===== src/rtl/nfl_pkg.sv =====
// Purpose: shared constants and types of the flash control block
// Assumes: 32-bit AHB-Lite register bus, byte addresses as printed
// Notes:   block-range, configuration and status fields live here too
package nfl_pkg;

  localparam logic [31:0] NFL_CONTROL_ADDR = 32'h4E000004;
  localparam logic [31:0] NFL_COMMAND_ADDR = 32'h4E000008;
  // offsets chosen for settings the control word leaves out
  localparam logic [31:0] NFL_CONFIG_ADDR  = 32'h4E000000;
  localparam logic [31:0] NFL_STATUS_ADDR  = 32'h4E000020;
  localparam logic [31:0] NFL_FIRST_ADDR   = 32'h4E000038;
  localparam logic [31:0] NFL_END_ADDR     = 32'h4E00003C;
  localparam logic [31:0] NFL_REQ_ADDR     = 32'h4E000040;
  localparam logic [31:0] NFL_MPAR_ADDR    = 32'h4E00002C;
  localparam logic [31:0] NFL_SPAR_ADDR    = 32'h4E000034;
  localparam logic [31:0] NFL_DATA_ADDR    = 32'h4E000010;

  localparam logic [15:0] NFL_CONTROL_RST  = 16'h0384;
  localparam logic [15:0] NFL_CONTROL_WMSK = 16'h3762;
  localparam logic [7:0]  NFL_COMMAND_RST  = 8'h00;
  localparam logic [1:0]  NFL_SETUP_RST    = 2'h1;
  localparam logic [2:0]  NFL_STROBE_RST   = 3'h0;

  localparam int NFL_EN_BIT      = 0;
  localparam int NFL_CS_BIT      = 1;
  localparam int NFL_PCLR_BIT    = 4;
  localparam int NFL_MFRZ_BIT    = 5;
  localparam int NFL_SFRZ_BIT    = 6;
  localparam int NFL_EDGE_BIT    = 8;
  localparam int NFL_RBIE_BIT    = 9;
  localparam int NFL_ILIE_BIT    = 10;
  localparam int NFL_SOFT_BIT    = 12;
  localparam int NFL_TIGHT_BIT   = 13;
  localparam int NFL_STAT_RB_BIT = 0;
  localparam int NFL_STAT_EV_BIT = 2;
  localparam int NFL_STAT_IL_BIT = 3;
  localparam int NFL_SETUP_LSB   = 12;
  localparam int NFL_STROBE_LSB  = 8;

  localparam int NFL_BLK_W = 17;

  typedef enum logic [1:0] {NFL_REQ_READ, NFL_REQ_PROG, NFL_REQ_ERASE}
    nfl_req_kind_t;

  typedef struct packed {
    logic [7:0] io;
    logic       cle;
    logic       we_n;
    logic       io_oe_n;
  } nfl_pins_t;

endpackage


===== src/rtl/nfl_ctrl.sv =====
// Purpose: control and command registers of a NAND flash controller
// Assumes: single AHB-Lite master, word transfers, one clock
// Notes:   parity engine is a simple xor accumulator per area
// What this block does
// - lock-tight bit set-only by software
// - lock-tight cleared only by reset or wake
// - locked blocks reject program and erase
// - locked program or erase sets illegal flag
// - equal first and end blocks locks all
// - soft lock resets to zero, freely writable
// - illegal access interrupt gated by enable
// - ready/busy interrupt gated by enable
// - edge select: zero rising, one falling
// - spare parity frozen while its lock set
// - main parity frozen while its lock set
// - parity clear bit write-only, reads zero
// - chip select force drives active-low select
// - chip select force works only when enabled
// - boot loading drives chip select itself
// - controller disabled performs no flash operations
// - command register holds eight bits, resets zero
// - control register resets to printed value
// - latch setup lasts setup count clocks
// - strobe lasts strobe count plus one clocks
// - unlocked parity updates on each data word while enabled
//
// Our own choice: the AHB-Lite interface to the registers.
`timescale 1ns/100ps
module nfl_ctrl
  import nfl_pkg::*;
#(
  parameter int BLK_W = NFL_BLK_W
) (
  // clock and reset
  input  wire logic        clk,
  input  wire logic        reset,
  input  wire logic        wake,
  // ahb-lite slave
  input  wire logic        hsel,
  input  wire logic [31:0] haddr,
  input  wire logic [1:0]  htrans,
  input  wire logic        hwrite,
  input  wire logic [2:0]  hsize,
  input  wire logic [31:0] hwdata,
  input  wire logic        hready,
  output logic             hreadyout,
  output logic             hresp,
  output logic [31:0]      hrdata,
  // boot loader
  input  wire logic        boot_active,
  input  wire logic        boot_cs_n,
  // flash pins
  input  wire logic        flash_ready_busy,
  input  wire logic [7:0]  flash_io_in,
  output nfl_pins_t        flash_pins,
  output logic             flash_chip_select_n,
  // interrupt lines
  output logic             illegal_irq,
  output logic             ready_busy_irq
);
  import nfl_pkg::*;

  typedef enum {ST_IDLE, ST_SETUP, ST_STROBE} nfl_state_t;

  logic [15:0]      control_q;
  logic [7:0]       command_q;
  logic [1:0]       setup_q;
  logic [2:0]       strobe_q;
  logic [BLK_W-1:0] first_q;
  logic [BLK_W-1:0] end_q;
  logic             illegal_q;
  logic             rb_event_q;
  logic [7:0]       mpar_q;
  logic [7:0]       spar_q;
  logic             rb_s1_q;
  logic             rb_s2_q;
  logic             rb_s3_q;
  logic             ap_write_q;
  logic             ap_read_q;
  logic [31:0]      ap_addr_q;
  nfl_state_t       state_q;
  logic [2:0]       count_q;
  nfl_pins_t        pins_q;
  logic             wr_ctrl;
  logic             wr_cmd;
  logic             wr_req;
  logic             lock_on;
  logic             blk_locked;
  logic             rb_edge;
  logic             data_word;
  logic [7:0]       data_byte;
  logic             clr;

  function automatic logic wr_to(input logic [31:0] a);
    return ap_write_q && (ap_addr_q == a);
  endfunction

  assign clr     = reset | wake;
  assign wr_ctrl = wr_to(NFL_CONTROL_ADDR);
  assign wr_cmd  = wr_to(NFL_COMMAND_ADDR);
  assign wr_req  = wr_to(NFL_REQ_ADDR);

  // address phase capture; slave never inserts wait states
  always_ff @(posedge clk) begin
    if (reset) begin
      ap_write_q <= 1'b0;
      ap_read_q  <= 1'b0;
      ap_addr_q  <= 32'h00000000;
    end else if (hready) begin
      ap_write_q <= hsel & htrans[1] & hwrite;
      ap_read_q  <= hsel & htrans[1] & ~hwrite;
      ap_addr_q  <= haddr;
    end
  end

  assign hreadyout = 1'b1;
  assign hresp     = 1'b0;

  // control register
  always_ff @(posedge clk) begin
    if (clr) begin
      control_q <= NFL_CONTROL_RST;
    end else if (wr_ctrl) begin
      control_q <= hwdata[15:0] & NFL_CONTROL_WMSK;
      control_q[NFL_TIGHT_BIT] <= control_q[NFL_TIGHT_BIT] |
                                  hwdata[NFL_TIGHT_BIT];
      control_q[NFL_EN_BIT] <= hwdata[NFL_EN_BIT];
      control_q[NFL_PCLR_BIT] <= 1'b0;
    end
  end

  always_ff @(posedge clk) begin
    if (reset) begin
      command_q <= NFL_COMMAND_RST;
    end else if (wr_cmd) begin
      command_q <= hwdata[7:0];
    end
  end

  // configuration and block range registers
  always_ff @(posedge clk) begin
    if (reset) begin
      setup_q  <= NFL_SETUP_RST;
      strobe_q <= NFL_STROBE_RST;
      first_q  <= '0;
      end_q    <= '0;
    end else begin
      if (wr_to(NFL_CONFIG_ADDR)) begin
        setup_q  <= hwdata[NFL_SETUP_LSB +: 2];
        strobe_q <= hwdata[NFL_STROBE_LSB +: 3];
      end
      if (wr_to(NFL_FIRST_ADDR)) first_q <= hwdata[BLK_W-1:0];
      if (wr_to(NFL_END_ADDR))   end_q   <= hwdata[BLK_W-1:0];
    end
  end

  // program/erase requests are checked against the unlocked window
  assign lock_on = control_q[NFL_SOFT_BIT] | control_q[NFL_TIGHT_BIT];
  assign blk_locked = lock_on &&
    ((first_q == end_q) ||
     (hwdata[BLK_W-1:0] < first_q) || (hwdata[BLK_W-1:0] >= end_q));

  always_ff @(posedge clk) begin
    if (reset) begin
      illegal_q <= 1'b0;
    end else if (wr_req && hwdata[31:30] != 2'(NFL_REQ_READ) &&
                 blk_locked) begin
      illegal_q <= 1'b1;
    end else if (wr_to(NFL_STATUS_ADDR) && hwdata[NFL_STAT_IL_BIT]) begin
      illegal_q <= 1'b0;
    end
  end

  // ready/busy synchroniser and edge detect
  always_ff @(posedge clk) begin
    if (reset) begin
      rb_s1_q <= 1'b1;
      rb_s2_q <= 1'b1;
      rb_s3_q <= 1'b1;
    end else begin
      rb_s1_q <= flash_ready_busy;
      rb_s2_q <= rb_s1_q;
      rb_s3_q <= rb_s2_q;
    end
  end

  assign rb_edge = control_q[NFL_EDGE_BIT] ? (rb_s3_q & ~rb_s2_q)
                                           : (~rb_s3_q & rb_s2_q);

  // set wins over a same-cycle clear
  always_ff @(posedge clk) begin
    if (reset) begin
      rb_event_q <= 1'b0;
    end else if (rb_edge) begin
      rb_event_q <= 1'b1;
    end else if (wr_to(NFL_STATUS_ADDR) && hwdata[NFL_STAT_EV_BIT]) begin
      rb_event_q <= 1'b0;
    end
  end

  assign illegal_irq    = illegal_q & control_q[NFL_ILIE_BIT];
  assign ready_busy_irq = rb_event_q & control_q[NFL_RBIE_BIT];

  // parity accumulators fed by data register words
  assign data_word = control_q[NFL_EN_BIT] &&
                     (ap_read_q || ap_write_q) &&
                     ap_addr_q == NFL_DATA_ADDR;
  // reads fold in the byte on the pins, writes the byte going out
  assign data_byte = ap_write_q ? hwdata[7:0] : flash_io_in;

  always_ff @(posedge clk) begin
    if (reset || (wr_ctrl && hwdata[NFL_PCLR_BIT])) begin
      mpar_q <= 8'h00;
      spar_q <= 8'h00;
    end else if (data_word) begin
      if (!control_q[NFL_MFRZ_BIT])
        mpar_q <= mpar_q ^ data_byte;
      if (!control_q[NFL_SFRZ_BIT])
        spar_q <= spar_q ^ data_byte;
    end
  end

  // command cycle sequencer
  always_ff @(posedge clk) begin
    if (reset) begin
      state_q <= ST_IDLE;
      count_q <= 3'h0;
      pins_q  <= '{io: 8'h00, cle: 1'b0, we_n: 1'b1, io_oe_n: 1'b1};
    end else begin
      case (state_q)
        ST_IDLE: begin
          pins_q.we_n <= 1'b1;
          pins_q.cle  <= 1'b0;
          if (wr_cmd && control_q[NFL_EN_BIT]) begin
            pins_q.io      <= hwdata[7:0];
            pins_q.cle     <= 1'b1;
            pins_q.io_oe_n <= 1'b0;
            count_q        <= {1'b0, setup_q};
            state_q <= (setup_q == 2'h0) ? ST_STROBE : ST_SETUP;
            if (setup_q == 2'h0) begin
              pins_q.we_n <= 1'b0;
              count_q     <= strobe_q;
            end
          end else begin
            pins_q.io_oe_n <= 1'b1;
          end
        end
        ST_SETUP: begin
          if (count_q == 3'h1) begin
            pins_q.we_n <= 1'b0;
            count_q     <= strobe_q;
            state_q     <= ST_STROBE;
          end else begin
            count_q <= count_q - 3'h1;
          end
        end
        ST_STROBE: begin
          if (count_q == 3'h0) begin
            pins_q.we_n <= 1'b1;
            state_q     <= ST_IDLE;
          end else begin
            count_q <= count_q - 3'h1;
          end
        end
        default: state_q <= ST_IDLE;
      endcase
    end
  end

  assign flash_pins = pins_q;

  always_ff @(posedge clk) begin
    if (reset) begin
      flash_chip_select_n <= 1'b1;
    end else if (boot_active) begin
      flash_chip_select_n <= boot_cs_n;
    end else if (control_q[NFL_EN_BIT]) begin
      flash_chip_select_n <= control_q[NFL_CS_BIT];
    end else begin
      flash_chip_select_n <= 1'b1;
    end
  end

  // read data; unmapped addresses read zero
  always_ff @(posedge clk) begin
    if (reset) begin
      hrdata <= 32'h00000000;
    end else if (hready && hsel && htrans[1] && !hwrite) begin
      case (haddr)
        NFL_CONTROL_ADDR: hrdata <= {16'h0000, control_q};
        NFL_COMMAND_ADDR: hrdata <= {24'h000000, command_q};
        NFL_CONFIG_ADDR:  hrdata <= {18'h0, setup_q, 1'b0, strobe_q, 8'h00};
        NFL_STATUS_ADDR:  hrdata <= {28'h0, illegal_q, rb_event_q,
                                     1'b0, rb_s2_q};
        NFL_FIRST_ADDR:   hrdata <= 32'(first_q);
        NFL_END_ADDR:     hrdata <= 32'(end_q);
        NFL_MPAR_ADDR:    hrdata <= {24'h000000, mpar_q};
        NFL_SPAR_ADDR:    hrdata <= {24'h000000, spar_q};
        default:          hrdata <= 32'h00000000;
      endcase
    end
  end

endmodule // nfl_ctrl


===== config.mk =====
export PLATFORM = sky130hd
export DESIGN_NAME = nfl_ctrl
export DESIGN_NICKNAME = d
export VERILOG_FILES = /design/src/rtl/nfl_pkg.sv /design/src/rtl/nfl_ctrl.sv
export SDC_FILE = /design/constraint.sdc
export NUM_CORES = 1
export LEC_CHECK = 0
export ABC_AREA = 0
export BUFFER_PORTS_ARGS = -buffer_cell sky130_fd_sc_hd__clkbuf_2
export CAP_MARGIN = 20
export CORE_UTILIZATION = 50
export CTS_CLUSTER_SIZE = 14
export DETAILED_ROUTE_END_ITERATION = 10
export GPL_TIMING_DRIVEN = 0
export HOLD_SLACK_MARGIN = 0.08
export PLACE_DENSITY = 0.77
export SLEW_MARGIN = 10
export SYNTH_ARGS = -nofsm -noshare
export SYNTH_HDL_FRONTEND = slang
export SYNTH_SLANG_ARGS = --single-unit

===== constraint.sdc =====
create_clock -name clk -period 3.04 [get_ports clk]
set_input_delay 0.912 -clock clk [delete_from_list [all_inputs] [get_ports clk]]
set_output_delay 0.912 -clock clk [all_outputs]
set_load 0.005 [all_outputs]

==> reports/metrics.yaml, run 1 <==
cts.sinks: 146
drive_above_1_share_pct: 17.0
yosys_warnings: 0
async_flop_share_pct: 0
worst_slew_pin_slew_ps: 1150
start_util_pct: 51.9
die_area_um2: 15800
fin_nets: 1157
r2r_slack_ps: 370
yosysSeqAreaShare_pct: 38.2
finalCritPeriodShare_pct: 93.4
antenna_found_initial: 1
grt_pass1_wl_um: 34700
ys_top_cells_by_area: "dfxtp_1, mux2i_1, ha_1"
p_leak_nw: 3.51
avgRoutedWirePerCell_um: 17.6
fin_crit_ps: 2840
io_buffers: 96
ys_types: 59
min_from: "rb_s1_q$_SDFF_PP1_"
crit_buf_inv: 2
final_max_slew_viol_count: 0
io_pins: 134
r2r_cells: 9
clk_latency_ps: 440
post-synth-top-area-cell: "dfxtp_1"
grt_pass1_vias: 6660
clk_pin_slew_ps: 60
ir_drop_mv: 0.381
postCtsHoldBufs: 0
synth_compound_area_share_pct: 14.1
grt_start_max_net_pins: 17
synth-edff-count: 0
use_met1_pct: 34.7
cap_viol_max_count: 0
cts-buffers-inserted: 17
crit_path_frequent_cell: "o21ai_0"
path_class: "in2reg"
busiest_layer: "met2"
firstDrtPassIters: 5
grt_overflow: 0
drtAntennaViolNets: 0
fmaxAchievable_mhz: 352
setup_violations: 0
grt_usage_pct: 28.2
synth_top_family_by_area: "simple AND/OR/NAND/NOR gates"
fp-row-count: 44
dieWidth_um: 126
power.density_nw_per_um2: 501
core_area_um2: 14800
routed_wl_um: 21600
grt_use_met3_pct: 9.22
cts-root-buf: "clkbuf_16"
path_cells: "clkbuf_2, nor3_1, o22ai_1, o21ai_0, nand3_1, clkbuf_1, o21ai_0"
die_h_um: 126
worst_slew_margin_rel_pct: 22.7
end_kind: "register"
cts_setup_buffers: 0
cts_buffer_depth: 2
arrival_ps: 3190
hp-class: "reg2reg"
max_stage_delay_ps: 930
vias: 7007
dpl.hpwl_um: 15900
fin_skew_ps: 7.53
slowest_stage: "nor3_1"
synth_top_area_share_pct: 38.2
hold_viol: 0
hold_depth: 1
cts_resized: 0
synth-simple-area-share_pct: 21.4
r2r_end: "end_q[13]$_SDFFE_PP0P_"
syn-instance-count: 902
drt-initial-drc-count: 623
synthXorXnorAreaFrac_pct: 3.78
htree_num_levels: 4
dp.cells: 1197
remaining_drc_errors: 0
synthMuxAreaShare_pct: 9.14
rsz0062_at_grt: "false"
via_per_inst: 5.71
final_core_utilization_pct: 61.3
synth_area_um2: 7650
synthAdderAreaFrac_pct: 6.38
worst_ep_required_time_ps: 3390
ys.flop_type: "dfxtp_1"
outcome: "complete, no violations"
cts_tree: "built"
worst_slack_ps: 202
cp_max_fo: 10
dpl_worst_slack_ps: -140
start_kind: "primary input"
area_growth_pct: 18.2
synth_seq_cells: 146
gp_congestion: 0.952
met2_usage_pct: 45.0
hold_end: "rb_s2_q$_SDFF_PP1_"
antenna_cells: 0
r2r_start: "ap_addr_q[8]$_SDFFE_PP0P_"
cp_top_family: "simple AND/OR/NAND/NOR gates"
fin_cells: 1228
syn_area_per_cell_um2: 8.48
state kept, by name, indices dropped and copies added (netlist names):
signal	count
ap_addr_q	32
end_q	17
first_q	17
hrdata	17
flash_pins	11
control_q	10
command_q	8
mpar_q	8
spar_q	8
count_q	3
strobe_q	3
setup_q	2
state_q	2
ap_read_q	1
ap_write_q	1
flash_chip_select_n	1
illegal_q	1
rb_event_q	1
rb_s1_q	1
rb_s2_q	1
rb_s3_q	1
layer usage:
metal | wire length, um | vias to the layer above
met4 | 672 | 0
met2 | 9860 | 303
met1 | 9070 | 3245
met5 | 0 | -
met3 | 2040 | 64
li1 | - | 3395
cell usage in the layout, fill, tap and decap left out, drive strengths merged, types with 6 or more instances in the layout:
| cell type | n |
|---|---|
| clkbuf | 149 |
| dfxtp | 146 |
| nand2 | 115 |
| nor2 | 93 |
| a21oi | 68 |
| mux2i | 62 |
| inv | 50 |
| ha | 39 |
| xnor2 | 31 |
| o21ai | 31 |
| nor4 | 31 |
| buf | 31 |
| nand3 | 20 |
| a22o | 18 |
| conb | 17 |
| and3 | 11 |
| nor3 | 11 |
| nand4 | 10 |
| and2 | 7 |
| a22oi | 7 |
| nand2b | 7 |
| mux2 | 7 |
| clkinv | 7 |
| a222oi | 6 |
power by group:
part           total [mW]  leakage [nW]  switching (mW)  internal (mW)
combinational       0.333          2.01           0.204          0.130
clock                2.23         0.315           0.809           1.42
sequential           1.96          1.18          0.0193           1.94
cell usage after synthesis (5+ instances only):
master	n
nand4_1	10
nand2b_1	7
buf_2	6
clkbuf_1	33
nor2_1	93
nor4_1	23
a21o_1	5
a222oi_1	6
xnor2_1	31
a21oi_1	68
and3_1	11
inv_1	49
nor3b_1	5
nor3_1	9
nand2_1	113
mux2_2	7
a22oi_1	7
a221oi_1	5
mux2i_1	62
ha_1	39
nand3_1	20
a22o_1	18
and2_1	7
a211oi_1	5
buf_4	17
dfxtp_1	146
o21ai_0	30
kinds of logic (layout without fill, tap and decap cells):
family / after synthesis / after routing
fa+ha+maj: 39 / 39
flops: 146 / 146
buf+inv: 114 / 241
mux: 69 / 69
compound gates: 170 / 170
other cells: 2 / 17
xor+xnor: 33 / 33
simple gates: 329 / 329
cell type report:
type,instances,area [um2]
plain buffers,64,342
clock buffers,20,467
inverters,50,188
multi-input cells,657,4260
flip-flops and latches,146,2920
clock inverters,11,159
well taps,184,230
repair buffers,96,480
fillers,1285,5710
worst max path at each step:
stage | start | endpoint | slack (ps) | depth (start not counted)
global placement | haddr[0] | hrdata[14]$_SDFFE_PP0P_ | -80 | 7
CTS | haddr[0] | hrdata[14]$_SDFFE_PP0P_ | 280 | 7
finish | haddr[0] | hrdata[14]$_SDFFE_PP0P_ | 200 | 7
global route | haddr[0] | hrdata[14]$_SDFFE_PP0P_ | 70 | 7
floorplan | haddr[0] | hrdata[3]$_SDFFE_PP0P_ | 610 | 6
detailed placement | haddr[0] | hrdata[14]$_SDFFE_PP0P_ | -140 | 7
stage by stage:
stage | hold WS [ps] | total power [mW] | setup TNS [ps] | instance area, um2
floorplan | 389 | 2.19 | 0 | 7710
global placement | 392 | 2.32 | -744 | 8420
detailed placement | 398 | 2.33 | -1010 | 8420
CTS | 415 | 4.53 | 0 | 9040
global route | 431 | 4.66 | 0 | 9040
finish | 412 | 4.53 | 0 | 9040
Note: power is estimated with default switching activity, not from simulation.
==> inputs of run 2 (changes only) <==
==> constraint.sdc (replaced) <==
create_clock -name clk -period 2.67 [get_ports clk]
set_input_delay 0.801 -clock clk [delete_from_list [all_inputs] [get_ports clk]]
set_output_delay 0.801 -clock clk [all_outputs]
set_load 0.005 [all_outputs]
==> run 2 against run 1 <==
Against the previous run: hold slack better by 3.4 ps; routed wire length is 0.15% lower; clock-buffer cell count stayed put; sequential share of layout area is 0.17 points lower; sequential power is 14% higher; final area is 0.54% higher; non-clock buffer count stayed put; clock skew hardly changed; critical endpoint is now hrdata[8]$_SDFFE_PP0P_.
==> reports/metrics.yaml, run 2 (synthesized netlist as in run 1, its figures left out) <==
regArea_um2: 2920
final_core_utilization_pct: 61.6
cap_viol_max_count: 0
grt_usage_pct: 28.1
end_kind: "register"
drt-initial-drc-count: 540
start_kind: "primary input"
dpl.hpwl_um: 15900
clk_latency_ps: 430
final_cell_mix: "dfxtp_1, nand2_1, clkbuf_2"
ir_drop_mv: 0.436
via_per_inst: 5.69
htree_num_levels: 4
fp-row-count: 44
swShare_pct: 22.8
io_pins: 134
grt_overflow: 0
r2r_start: "ap_addr_q[8]$_SDFFE_PP0P_"
worst_slew_pin_slew_ps: 806
start_util_pct: 51.9
fin_cells: 1229
slowest_stage: "clkbuf_1"
die_h_um: 126
io_buffers: 96
fin_crit_ps: 2550
firstDrtPassIters: 5
grt_start_max_net_pins: 18
avgRoutedWirePerCell_um: 17.6
drtAntennaViolNets: 0
p_leak_nw: 3.54
worst_slew_margin_rel_pct: 46.3
setup_violations: 0
p_switching_mw: 1.17
finalCritPeriodShare_pct: 95.6
multi_input_area_um2: 4290
vias: 6995
hold_ws_ps: 416
outcome: "complete, no violations"
cp_max_fo: 10
path_cells: "clkbuf_2, nor2_1, nand2_1, nor2_1, clkbuf_1, and2_1, a221oi_1, o21ai_0"
arrival_ps: 2910
seqPwrFrac_pct: 43.3
min_from: "rb_s1_q$_SDFF_PP1_"
area_growth_pct: 18.8
gp_congestion: 0.952
drive_above_1_share_pct: 17.9
antenna_found_initial: 1
dp.cells: 1197
cts_tree: "built"
core_area_um2: 14800
hold_viol: 0
grt_pass1_vias: 6639
routed_wl_um: 21600
clk_pin_slew_ps: 60
fin_skew_ps: 7.90
power.density_nw_per_um2: 567
n_fill_cell: 1277
worst_ep_required_time_ps: 3030
regMostFlops: "ap_addr_q"
die_area_um2: 15800
remaining_drc_errors: 0
fmaxAchievable_mhz: 392
cts.sinks: 146
cp-startpoint: "haddr[4]"
grt_pass1_wl_um: 34500
max_stage_delay_ps: 490
largest_register_ffs: 32
cts-buffers-inserted: 17
hp-class: "reg2reg"
cts_buffer_depth: 2
p_int_mw: 3.98
final_common_cell: "dfxtp_1"
crit_path_frequent_cell: "nor2_1"
dieWidth_um: 126
path_class: "in2reg"
combPwrFrac_pct: 7.4
clockPowerShare_pct: 49.3
fin_nets: 1157
cts-root-buf: "clkbuf_16"
final_max_slew_viol_count: 0
==> run 2: cell type report <==
cell class	count	area share, %
Clock buffer	20	5.13
Sequential cell	146	32.1
Clock inverter	11	1.75
Antenna cell	1	0.0275
Multi-Input combinational cell	657	47.1
Tap cell	184	2.53
Inverter	50	2.06
Timing Repair Buffer	99	5.53
Buffer	61	3.67
==> run 2: metal layers <==
metal / track usage (%) / vias up / wire, um
met1: 34.6 / 3243 / 9040
met2: 45.0 / 309 / 9950
met5: 0 / - / 0
li1: - / 3393 / -
met4: 12.1 / 0 / 580
met3: 9.18 / 50 / 2040
==> run 2: power by group through the flow <==
stage | Clock [mW] | Combinational [mW] | Sequential, mW
final | 2.54 | 0.381 | 2.23
after global routing | 2.65 | 0.420 | 2.24
after CTS | 2.55 | 0.375 | 2.23
after detailed placement | 0 | 0.372 | 2.28
after global placement | 0 | 0.364 | 2.28
after floorplan | 0 | 0.220 | 2.27
==> run 2: worst paths after layout <==
| kind | slack [ps] | cells after the start | endpoint |
|---|---|---|---|
| min reg2reg | 420 | 1 | rb_s2_q$_SDFF_PP1_ |
| min | 420 | 1 | rb_s2_q$_SDFF_PP1_ |
| max | 120 | 8 | hrdata[8]$_SDFFE_PP0P_ |
| max reg2reg | 150 | 7 | command_q[3]$_SDFFE_PP0P_ |
==> run 2: per-stage QoR <==
step           setup TNS (ps)  setup WS [ps]  cell area (um2)  total power [mW]
6_report                    0            118             9090              5.16
5_1_grt                 -6.19          -6.19             9090              5.31
4_1_cts                     0           14.9             9040              5.15
3_5_place_dp            -5170           -399             8420              2.65
3_3_place_gp            -4520           -339             8420              2.64
2_1_floorplan               0            349             7710              2.49
==> run 2: timing repair <==
action,CTS,global route
pin swaps,0,1
hold buffers,0,0
setup buffers,0,3
setup endpoints to repair,15,56
gates resized for setup,0,9
==> run 2: critical path: cells and delay by family <==
kind            cells  cell delay [ps]
compound gates      2              360
buf+inv             2              650
simple gates        4             1080
